$ cat src/cpd_pkg.sv
package cpd_pkg;
  // Register byte offsets
  localparam logic [7:0] ADDR_PORT_A_MATCH = 8'h30;
  localparam logic [7:0] ADDR_PORT_B_MATCH = 8'h31;
  localparam logic [7:0] ADDR_PORT_C_MATCH = 8'h32;
  localparam logic [7:0] ADDR_PORT_D_MATCH = 8'h33;
  localparam logic [7:0] ADDR_G1_MATCH_CTRL = 8'h51;
  localparam logic [7:0] ADDR_G2_MATCH_CTRL = 8'h71;
  // Chosen offsets for loose bits
  localparam logic [7:0] ADDR_PORT_A_IGNORE = 8'h80;
  localparam logic [7:0] ADDR_G1_TRIG_CTRL = 8'h90;
  localparam logic [7:0] ADDR_G2_TRIG_CTRL = 8'h91;
  localparam logic [7:0] ADDR_G1_PORT_EN = 8'h92;
  localparam logic [7:0] ADDR_G2_PORT_EN = 8'h93;
  localparam logic [7:0] ADDR_STATUS = 8'h94;
  // Match control field positions
  localparam int CTL_TIMING_BIT = 0;
  localparam int CTL_MISMATCH_BIT = 1;
  // Trigger control field positions
  localparam int TRG_START_SEL_LSB = 0;
  localparam int TRG_START_FLIP_BIT = 2;
  localparam int TRG_STOP_SEL_LSB = 3;
  localparam int TRG_STOP_FLIP_BIT = 5;
  localparam int TRG_CHANGE_MODE_BIT = 6;
  localparam int TRG_INPUT_BIT = 7;
  localparam logic [1:0] SEL_PATTERN = 2'h3;
  localparam logic [7:0] RESET_BYTE = 8'h00;
  localparam int NUM_PORTS = 4;
  localparam int NUM_GROUPS = 2;

  // Per-group outputs that travel together
  typedef struct packed {
    logic hit;
    logic start_trig;
    logic stop_trig;
    logic change_req;
  } cpd_grp_out_t;
endpackage

$ cat src/cpd_change_pattern.sv
// Decided for this implementation: the address-and-strobe port.
`timescale 1ns/1ns
// How it works
// - Bits whose ignore bit is set are excluded from change and pattern compares.
// - The per-port ignore register also selects drive type for output pins.
// - Each port has its own writable eight-bit match value.
// - In change mode the group raises its request internally on input change.
// - Timing select clear: compare unmasked pins every clock.
// - Timing select set: only samples with a request strobe can match.
// - Mismatch polarity set: hit flag asserts when unmasked lines differ.
// - Start or stop polarity flip is applied to the match used as trigger.
// - Change detector compares live data against last latched data.
// - Each of two groups has independent change and pattern circuits.
// - For input groups, stop select 3 picks the pattern match.
module cpd_change_pattern
  import cpd_pkg::*;
#(
  parameter int PORT_W = 8
) (
  input wire logic clk,
  input wire logic reset_n,
  input wire logic [7:0] addr,
  input wire logic [7:0] wdata,
  input wire logic wr_stb,
  input wire logic rd_stb,
  output logic [7:0] rdata,
  input wire logic [NUM_PORTS*PORT_W-1:0] pin_in,
  input wire logic [NUM_GROUPS-1:0] req_strobe,
  output logic [NUM_PORTS*PORT_W-1:0] drive_open_drain,
  output cpd_grp_out_t [NUM_GROUPS-1:0] grp_out
);

  ////////////////////////////////////////////////////////////////////////
  // Register storage
  logic [PORT_W-1:0] match_value_bits_r [NUM_PORTS];
  logic [PORT_W-1:0] match_value_bits_nxt [NUM_PORTS];
  logic [PORT_W-1:0] ignore_bits_r [NUM_PORTS];
  logic [PORT_W-1:0] ignore_bits_nxt [NUM_PORTS];
  logic [7:0] match_ctrl_r [NUM_GROUPS];
  logic [7:0] match_ctrl_nxt [NUM_GROUPS];
  logic [7:0] trig_ctrl_r [NUM_GROUPS];
  logic [7:0] trig_ctrl_nxt [NUM_GROUPS];
  logic [NUM_PORTS-1:0] port_en_r [NUM_GROUPS];
  logic [NUM_PORTS-1:0] port_en_nxt [NUM_GROUPS];
  logic [7:0] rdata_nxt;
  logic [NUM_PORTS*PORT_W-1:0] drive_nxt;

  // Unmasked compare of one port, used by both detectors
  function automatic logic port_equal(input logic [PORT_W-1:0] a,
                                      input logic [PORT_W-1:0] b,
                                      input logic [PORT_W-1:0] ign);
    port_equal = ((a ^ b) & ~ign) == '0;
  endfunction

  // Write decode and readback; config is write-only, status reads back
  always_comb begin
    for (int p = 0; p < NUM_PORTS; p++) begin
      match_value_bits_nxt[p] = match_value_bits_r[p];
      ignore_bits_nxt[p] = ignore_bits_r[p];
      if (wr_stb && addr == ADDR_PORT_A_MATCH + 8'(p)) begin
        match_value_bits_nxt[p] = wdata[PORT_W-1:0];
      end
      if (wr_stb && addr == ADDR_PORT_A_IGNORE + 8'(p)) begin
        ignore_bits_nxt[p] = wdata[PORT_W-1:0];
      end
    end
    for (int g = 0; g < NUM_GROUPS; g++) begin
      match_ctrl_nxt[g] = match_ctrl_r[g];
      trig_ctrl_nxt[g] = trig_ctrl_r[g];
      port_en_nxt[g] = port_en_r[g];
      if (wr_stb && addr == (g == 0 ? ADDR_G1_MATCH_CTRL : ADDR_G2_MATCH_CTRL)) begin
        match_ctrl_nxt[g] = wdata;
      end
      if (wr_stb && addr == ADDR_G1_TRIG_CTRL + 8'(g)) begin
        trig_ctrl_nxt[g] = wdata;
      end
      if (wr_stb && addr == ADDR_G1_PORT_EN + 8'(g)) begin
        port_en_nxt[g] = wdata[NUM_PORTS-1:0];
      end
    end
    rdata_nxt = RESET_BYTE;
    if (rd_stb && addr == ADDR_STATUS) begin
      for (int g = 0; g < NUM_GROUPS; g++) begin
        rdata_nxt[g] = grp_out[g].hit;
        rdata_nxt[g+4] = grp_out[g].change_req;
      end
    end
  end

  // Same ignore register doubles as open-drain select on output pins
  always_comb begin
    for (int p = 0; p < NUM_PORTS; p++) begin
      drive_nxt[p*PORT_W +: PORT_W] = ignore_bits_r[p];
    end
  end

  always_ff @(posedge clk or negedge reset_n) begin
    if (!reset_n) begin
      for (int p = 0; p < NUM_PORTS; p++) begin
        match_value_bits_r[p] <= '0;
        ignore_bits_r[p] <= '0;
      end
      for (int g = 0; g < NUM_GROUPS; g++) begin
        match_ctrl_r[g] <= RESET_BYTE;
        trig_ctrl_r[g] <= RESET_BYTE;
        port_en_r[g] <= '0;
      end
      rdata <= RESET_BYTE;
      drive_open_drain <= '0;
    end else begin
      match_value_bits_r <= match_value_bits_nxt;
      ignore_bits_r <= ignore_bits_nxt;
      match_ctrl_r <= match_ctrl_nxt;
      trig_ctrl_r <= trig_ctrl_nxt;
      port_en_r <= port_en_nxt;
      rdata <= rdata_nxt;
      drive_open_drain <= drive_nxt;
    end
  end

  ////////////////////////////////////////////////////////////////////////
  // One independent detector pair per group
  for (genvar g = 0; g < NUM_GROUPS; g++) begin : g_grp
    logic [NUM_PORTS*PORT_W-1:0] last_r;
    logic [NUM_PORTS*PORT_W-1:0] last_nxt;
    logic primed_r;
    logic primed_nxt;
    cpd_grp_out_t out_r;
    cpd_grp_out_t out_nxt;
    logic eq_all;
    logic chg;
    logic raw_hit;
    logic compare_timing_select;
    logic mismatch_polarity;
    logic change_mode;
    logic input_group;
    logic [1:0] start_trigger_select;
    logic [1:0] stop_trigger_select;
    logic start_polarity_flip;
    logic stop_polarity_flip;

    always_comb begin
      compare_timing_select = match_ctrl_r[g][CTL_TIMING_BIT];
      mismatch_polarity = match_ctrl_r[g][CTL_MISMATCH_BIT];
      start_trigger_select = trig_ctrl_r[g][TRG_START_SEL_LSB +: 2];
      stop_trigger_select = trig_ctrl_r[g][TRG_STOP_SEL_LSB +: 2];
      start_polarity_flip = trig_ctrl_r[g][TRG_START_FLIP_BIT];
      stop_polarity_flip = trig_ctrl_r[g][TRG_STOP_FLIP_BIT];
      change_mode = trig_ctrl_r[g][TRG_CHANGE_MODE_BIT];
      input_group = trig_ctrl_r[g][TRG_INPUT_BIT];
      // Disabled ports count as agreeing; no enabled port means no match (eq_all low)
      eq_all = |port_en_r[g];
      chg = 1'b0;
      for (int p = 0; p < NUM_PORTS; p++) begin
        if (port_en_r[g][p]) begin
          if (!port_equal(pin_in[p*PORT_W +: PORT_W], match_value_bits_r[p],
                          ignore_bits_r[p])) begin
            eq_all = 1'b0;
          end
          if (!port_equal(pin_in[p*PORT_W +: PORT_W], last_r[p*PORT_W +: PORT_W],
                          ignore_bits_r[p])) begin
            chg = 1'b1;
          end
        end
      end
      raw_hit = eq_all ^ mismatch_polarity;
      out_nxt.hit = compare_timing_select ? (raw_hit && req_strobe[g]) : raw_hit;
      out_nxt.start_trig = input_group && start_trigger_select == SEL_PATTERN &&
                           (out_nxt.hit ^ start_polarity_flip);
      out_nxt.stop_trig = input_group && stop_trigger_select == SEL_PATTERN &&
                          (out_nxt.hit ^ stop_polarity_flip);
      // First sample after enabling only primes the reference
      out_nxt.change_req = change_mode && primed_r && chg;
      last_nxt = last_r;
      primed_nxt = primed_r && change_mode;
      if (change_mode && (chg || !primed_r)) begin
        last_nxt = pin_in;
        primed_nxt = 1'b1;
      end
    end

    always_ff @(posedge clk or negedge reset_n) begin
      if (!reset_n) begin
        last_r <= '0;
        primed_r <= 1'b0;
        out_r <= '0;
      end else begin
        last_r <= last_nxt;
        primed_r <= primed_nxt;
        out_r <= out_nxt;
      end
    end

    assign grp_out[g] = out_r;
  end

endmodule

$ cat config.mk
export PLATFORM = sky130hd
export DESIGN_NAME = cpd_change_pattern
export DESIGN_NICKNAME = d
export VERILOG_FILES = /design/src/cpd_pkg.sv /design/src/cpd_change_pattern.sv
export SDC_FILE = /design/constraint.sdc
export NUM_CORES = 1
export LEC_CHECK = 0
export ABC_AREA = 1
export BUFFER_PORTS_ARGS = -buffer_cell sky130_fd_sc_hd__buf_2
export CAP_MARGIN = 15
export CORE_UTILIZATION = 45
export DETAILED_ROUTE_END_ITERATION = 10
export REMOVE_ABC_BUFFERS = 1
export SETUP_SLACK_MARGIN = 0.3
export SLEW_MARGIN = 15
export SYNTH_ARGS = -nofsm -noshare
export SYNTH_HDL_FRONTEND = slang
export SYNTH_SLANG_ARGS = --single-unit
$ cat constraint.sdc
create_clock -name clk -period 3.4 [get_ports clk]
set_clock_uncertainty 0.05 [all_clocks]
set_input_delay 0.68 -clock clk [delete_from_list [all_inputs] [get_ports clk]]
set_output_delay 0.68 -clock clk [all_outputs]
set_load 0.03 [all_outputs]
==> results of run 1 <==
cell usage in the layout, fill, tap and decap left out, types with 5 or more instances in the layout:
master       n
nor2_1     155
nand4_1     18
o21ai_0    125
clkbuf_1     8
buf_2       96
inv_1      108
bufinv_16    5
o21ai_1      8
nand2_1    434
a21o_1       5
nand3_1     64
nand3b_1     6
dfrtp_1    202
clkbuf_16   23
sequential cells by signal, summed over array words and instances (netlist names), 4 cells and up:
signal                      cells
g_grp.stop_trigger_select       4
g_grp.start_trigger_select      4
drive_open_drain               32
match_value_bits_r             32
rdata                           4
port_en_r                       8
g_grp.last_r                   64
grp_out                         8
drive_nxt                      32
worst register-to-register path: cells and delay by family (launching register included):
kind	cells	cell delay, ns
AOI/OAI and AO/OA	2	0.39
DFF	1	0.40
and+or+nand+nor	8	1.27
metrics by stage:
step,std cells,total power [W],setup WS [ns],hold slack [ns]
3_3_place_gp,1525,0.00409,0.779,0.349
5_1_grt,1565,0.00709,0.895,0.244
6_report,1565,0.00672,1.14,0.185
2_1_floorplan,1153,0.00375,1.22,0.324
4_1_cts,1565,0.00677,1.14,0.229
3_5_place_dp,1525,0.00413,0.689,0.352
final cells by class:
cell class	instances	area share, %
well taps	270	3.15
multi-input cells	843	33.4
inverters	108	3.78
repair buffers	102	5.19
flip-flops and latches	202	47.1
clock inverters	7	1.49
clock buffers	33	5.90
per-layer routing:
layer / vias to the layer above / GRT usage [%] / share of wire (%)
li1: 3906 / - / -
met1: 3610 / 32.1 / 46
met2: 204 / 39.1 / 47
met3: 29 / 3.04 / 5.1
met4: 0 / 4.63 / 1.8
met5: - / 0 / 0
worst max-delay path by stage:
stage                                    from             endpoint  cells past startpoint
after floorplan                    pin_in[29]   g_grp[1].last_r[0]                      9
after global placement              pin_in[4]  g_grp[0].last_r[25]                     11
after detailed placement            pin_in[1]   g_grp[0].last_r[3]                     11
after CTS                  g_grp[0].last_r[1]  g_grp[0].last_r[27]                     10
after global routing      g_grp[0].last_r[27]  g_grp[0].last_r[30]                     11
final                     g_grp[0].last_r[25]  g_grp[0].last_r[27]                     10
cell families after synthesis:
logic type                count (synthesis)
xor gates and xnor gates                  1
buffers and inverters                   150
AOI/OAI and AO/OA                       146
and+or+nand+nor                         692
DFF                                     202
other                                     1
report_power, final:
part / internal [W] / switching, W
combinational: 0.000387 / 0.000640
clock: 0.00167 / 0.000969
sequential: 0.00277 / 0.000285
total: 0.00482 / 0.00189
==> impl_results.md, run 1 <==
- MaxCap Viol Count: 0
- Area growth syn-to-layout: 15.7%
- Crit-path cells: nor2_1 -> nor2_1 -> nand2_1 -> nand4_1 -> o21ai_1 -> nand2_1 -> nor2_2 -> nand2_4 -> nand2_4 -> o21ai_0
- Placeable Area: 0.0202 sq mm
- Max stage delay on crit path: slightly above 0.5 ns
- Distinct cells, synth: 28
- Io pins: 102
- Setup crit end kind: register
- PortBufs: 97
- Top cell type's share of synthesized area: ~54%
- Via count of the routed design: 7,749
- Initial DRT Pass Iterations: 5
- Post-route cell area: 0.0107 sq mm
- Final core utilization: 53.1%
- CP Class: register to register
- Area of the multi-input gates: 0.00359 sq mm
- Die Y: between 100 and 150 um
- Total Nets Final: 1,334
- Final HPWL DP: 15.7 mm
- Commonest cells in the netlist: nand2_1 (434), dfrtp_1 (202), nor2_1 (155)
- R2R Path Start: g_grp[0].last_r[25]
- Ranking of synthesized cells by area: dfrtp_1 (54%), nand2_1 (18%), o21ai_0 (6.7%), nor2_1 (6.3%), inv_1 (4.4%)
- Post-synthesis compound-gate area fraction: under 10%
- Clk buf depth: 3
- First-pass GRT wire length: 38.7 mm
- H-tree depth: 1
- Period utilization: between 60% and 70%
- Worst path required time: approximately 3.7 ns
- CTS sink cnt: 202
- TritonCTS clock tree: built
- Dpl cell area: 0.00994 sq mm
- Row count: 52
- Asr flop ratio synth: 100%
- Slew headroom: 50.1%
- # diodes: 0
- Least-Margin Pin Slew: between 0.7 and 0.8 ns
- Top-count cell post-synth: nand2_1
- # hold bufs at CTS: 0
- DR WL/cell: 15.2 um
- Reg2reg end: g_grp[0].last_r[27]
- R2r setup slk: 1.14 ns
- Setup bufs post-CTS: 0
- Predominant post-synthesis flop cell: dfrtp_1
- Peak supply drop: 0.400 mV
- Hold Vio Cnt, Final: 0
- Worst path bufs/invs: 0
- Slowest CP cell: nand2_4
- Die area: 0.0212 sq mm
- Final Max Slew Viols: 0
- Via density: 4.95
- Flip-flop and latch area: 0.00505 sq mm
- Status: completed
- RePlAce Congestion: 0.785
- Total Routing Usage GR: 23.2%
- Worst setup SP type: register
- Share of cells above drive strength 1: 11.0%
- Ys Warns: 0
- Worst min path class: input pin to asynchronous set/reset pin
- Final WL: 23.8 mm
- Post-DRT Antenna Nets: 0
- Die width: 146 um
- Cts repair resizes: 0
- CTS root buf: clkbuf_16
- F_max: 442 MHz
- Unrepaired setup endpoints after global routing: false
- Power Dens Cells: 626 mW/mm^2
- Mapped Cells: between 1k and 1.5k
- Antenna violations before repair: 0
- Fin crit period: ~2.3 ns
- Initial core utilization: 45.9%
- Combinational family with the most area after synthesis: simple AND/OR/NAND/NOR gates
- Via count of the first global-routing pass: 7,192
- Mux contribution to synthesized area: 0%
- Cts bufs inserted: 23
- Post-synth top area cell: dfrtp_1
- Avg Cell Area, Syn: 7.79 sq um
- Syn Std Cell Area: 0.00928 sq mm
- Detailed-route DRC error count: 0
- Seq/Total Area, Yosys: 54.5%
- R2R cell count: 10
- Leakage: 5.62 nW
- Overflow after GRT: 0
- Worst-path fanout max: 59
- Post-synthesis adder-cell area fraction: 0%
- Crit-path leading delay family: simple AND/OR/NAND/NOR gates
- Clock slew at reported path FFs: roughly 0.060 ns
- FF+latch count, synth: ~200
- WP data arrival: 2.56 ns
- DRT iter0 DRCs: 476
- Final setup fails: 0
- Setup TNS: 0 ns
- Fillers: 1,964
- XOR/XNOR Fraction of Synth Area: 0.0944%
- Post-synth EDFFs: 0
- Largest net degree at the start of global routing: 89
- Clock latency at the later pin of the worst-skew pair: 0.51 ns
- Synth Area in Simple Gates: between 30% and 40%
Note: power is estimated with default switching activity, not from simulation.
==> inputs of run 2 (changes only) <==
- PLACE_DENSITY: unset -> 0.66
- clock period: 3.4 -> 1.85 ns (I/O delays scaled with it)
==> run 2 against run 1 <==
Effect of this change: the run now ends with setup timing left; non-clock buffer count up 118; combinational power rose to 2.6 times the previous value; critical path depth up 2; sequential share of layout area down 6.3 points; global-route usage up 1.7 points; final cell count up 7.5%; core utilization up 8.2 points; worst setup slack worse by 1.3 ns; register-to-register slack worse by 1.3 ns; via count up 9.4%; critical path type unchanged; largest power group unchanged.
==> impl_results.md, run 2 (same netlist as run 1, synthesis figures left out) <==
- Fin crit period: 1.99 ns (-0.275 ns)
- Slowest CP cell: dfrtp_1
- Peak supply drop: 0.823 mV (+110%)
- Placeable Area: 0.0202 sq mm (unchanged)
- Max stage delay on crit path: 0.41 ns (-0.10 ns)
- Cts bufs inserted: 23 (unchanged)
- CTS root buf: clkbuf_16
- Reg2reg end: g_grp[1].last_r[15]
- Depth of the worst hold-timing path: 3
- Share of cells above drive strength 1: 26.8% (+16 points)
- Post-route cell area: 0.0124 sq mm (+15%)
- Fillers: 1,770 (-9.9%)
- Via count of the first global-routing pass: 7,925 (+10%)
- Status: finished, violations left
- Power Dens Cells: 1050 mW/mm^2 (+68%)
- Worst setup SP type: register
- Antenna violations before repair: 0 (unchanged)
- Clock slew at reported path FFs: 0.06 ns (about the same)
- WHS Endpoint: g_grp[1].last_r[4]
- Die Y: 146 um (unchanged)
- MaxCap Viol Count: 0 (unchanged)
- Final Max Slew Viols: 0 (unchanged)
- Final worst slack: -0.138 ns (-1.27 ns)
- Via count of the routed design: 8,479 (+9.4%)
- Post-DRT Antenna Nets: 0 (unchanged)
- Final setup fails: 65 (+65)
- Hold Crit Start: pin_in[4]
- WP data arrival: 2.37 ns (-0.19 ns)
- Least-Margin Pin Slew: 0.612 ns (-0.136 ns)
- Unrepaired setup endpoints after global routing: true
- CP Class: register to register
- Period utilization: 107% (+41 points)
- Final core utilization: 61.3% (+8.2 points)
- Largest net degree at the start of global routing: 52 (-42%)
- Most frequent cells in the layout: nand2_1 (365), dfrtp_1 (197), nor2_1 (142)
- Worst min path class: input pin to register
- F_max: 503 MHz (+14%)
- CP most frequent cell: nand2_1
- Clock latency at the later pin of the worst-skew pair: 0.51 ns (about the same)
- Setup crit end kind: register
- Initial core utilization: 45.9% (unchanged)
- R2R cell count: 12 (+2)
- First-pass GRT wire length: 41.5 mm (+7.4%)
- Slew headroom: 58.8% (+8.7 points)
- # diodes: 0 (unchanged)
- DRT iter0 DRCs: 371 (-22%)
- Die width: 146 um (unchanged)
- Max FFs per register: 64 (unchanged)
- Final WL: 26.4 mm (+11%)
- Total Routing Usage GR: 24.9% (+1.7 points)
- TritonCTS clock tree: built
- Commonest non-fill, non-tap cell in the layout: nand2_1
- Worst path required time: 2.24 ns (-1.46 ns)
- RePlAce Congestion: 0.811 (+3.3%)
- Overflow after GRT: 0 (unchanged)
- Worst path bufs/invs: 1 (+1)
- Io pins: 102 (unchanged)
- Final HPWL DP: 16.4 mm (+4.2%)
- Clk buf depth: 3 (unchanged)
- Setup TNS: -6.62 ns (-6.62 ns)
- Detailed-route DRC error count: 0 (unchanged)
- Largest reg by FF count: g_grp.last_r
- Initial DRT Pass Iterations: 5 (unchanged)
- Total Nets Final: 1,452 (+8.8%)
- Failing checks: setup timing
- R2R Path Start: g_grp[1].last_r[3]
- Worst-path fanout max: 6 (-90%)
- PortBufs: 97 (unchanged)
- H-tree depth: 1 (unchanged)
- R2r setup slk: -0.14 ns (-1.27 ns)
- Crit-path cells: nor2_2 -> nor2_1 -> nand2_1 -> nand4_1 -> o21ai_2 -> nand3_2 -> nor2_4 -> nand2_4 -> nand2_8 -> clkbuf_16 -> nand2_2 -> nand2_1
- Area growth syn-to-layout: 33.6%
- Hold Slack: 0.109 ns (-0.0769 ns)
- Hold Vio Cnt, Final: 0 (unchanged)
- Leakage: 6.39 nW (+14%)
- Row count: 52 (unchanged)
- DR WL/cell: 15.7 um (+3.3%)
- Crit-path leading delay family: simple AND/OR/NAND/NOR gates
- Die area: 0.0212 sq mm (unchanged)
- Worst slack at placement: -0.377 ns (-1.07 ns)
- CTS sink cnt: 202 (unchanged)
- Via density: 5.04 (+1.7%)
- Dpl cell area: 0.0107 sq mm (+7.2%)
run 2: changes by cell type in the layout (fill, tap and decap cells not counted), moves of 8 or more:
cell     before  now
buf_12        2   11
buf_4         3   88
buf_6         0   15
nand2_1     434  365
nand2_2       1   51
nand2_4       3   20
nand3_1      64   56
nor2_1      155  142
nor2_2        1   11
o21ai_0     125   96
o21ai_1       8   19
o21ai_2       0   18
run 2: worst max-delay path by stage:
stage | start | end | slack (ns) | cells after the start
after floorplan | pin_in[29] | g_grp[1].last_r[0] | -0.02 | 9
after detailed placement | pin_in[3] | g_grp[1].last_r[24] | -0.38 | 13
final | g_grp[1].last_r[3] | g_grp[1].last_r[15] | -0.14 | 12
after CTS | g_grp[1].last_r[3] | g_grp[1].last_r[24] | -0.06 | 12
after global placement | pin_in[2] | g_grp[1].last_r[26] | -0.41 | 12
after global routing | g_grp[0].last_r[15] | g_grp[0].last_r[0] | -0.24 | 13
run 2: through the flow:
| step | instances | power [W] |
|---|---|---|
| after global placement | 1611 | 0.00770 |
| final | 1683 | 0.0131 |
| after global routing | 1683 | 0.0138 |
| after CTS | 1671 | 0.0127 |
| after detailed placement | 1611 | 0.00778 |
| after floorplan | 1153 | 0.00689 |
run 2: worst min-delay path, cell delays in order:
cell and delay, ns:
buf_2 0.13, nand3_1 0.08, nand2_1 0.05
run 2: repair_timing:
action,CTS,global route
resized for setup,86,109
setup buffers,14,8
gates cloned,5,4
pin swaps,26,47
hold buffers,1,0
endpoints found under the hold margin,44,0
endpoints found under the setup margin,73,73
run 2: final cells by class:
class / instances / area (sq um) / share of cell area (%)
clock buffers: 34 / 657 / 5.30
repair buffers: 220 / 1790 / 14.4
inverters: 108 / 405 / 3.27
flip-flops and latches: 202 / 5060 / 40.8
multi-input cells: 843 / 4040 / 32.6
well taps: 270 / 338 / 2.72
clock inverters: 6 / 108 / 0.868
run 2: routing by layer:
| layer | part of all wire, % | track usage [%] | routed length [um] | vias to the layer above |
|---|---|---|---|---|
| met1 | 44 | 33.6 | 11600 | 4018 |
| met4 | 2.5 | 6.84 | 662 | 0 |
| met5 | 0 | 0 | 0 | - |
| li1 | - | - | - | 4152 |
| met3 | 6.6 | 5.11 | 1750 | 47 |
| met2 | 47 | 40.9 | 12400 | 262 |
run 2: power breakdown:
part           switching (W)  internal [W]
registers           0.000634       0.00509
logic                0.00145       0.00125
clock network        0.00177       0.00286
total                0.00385       0.00921
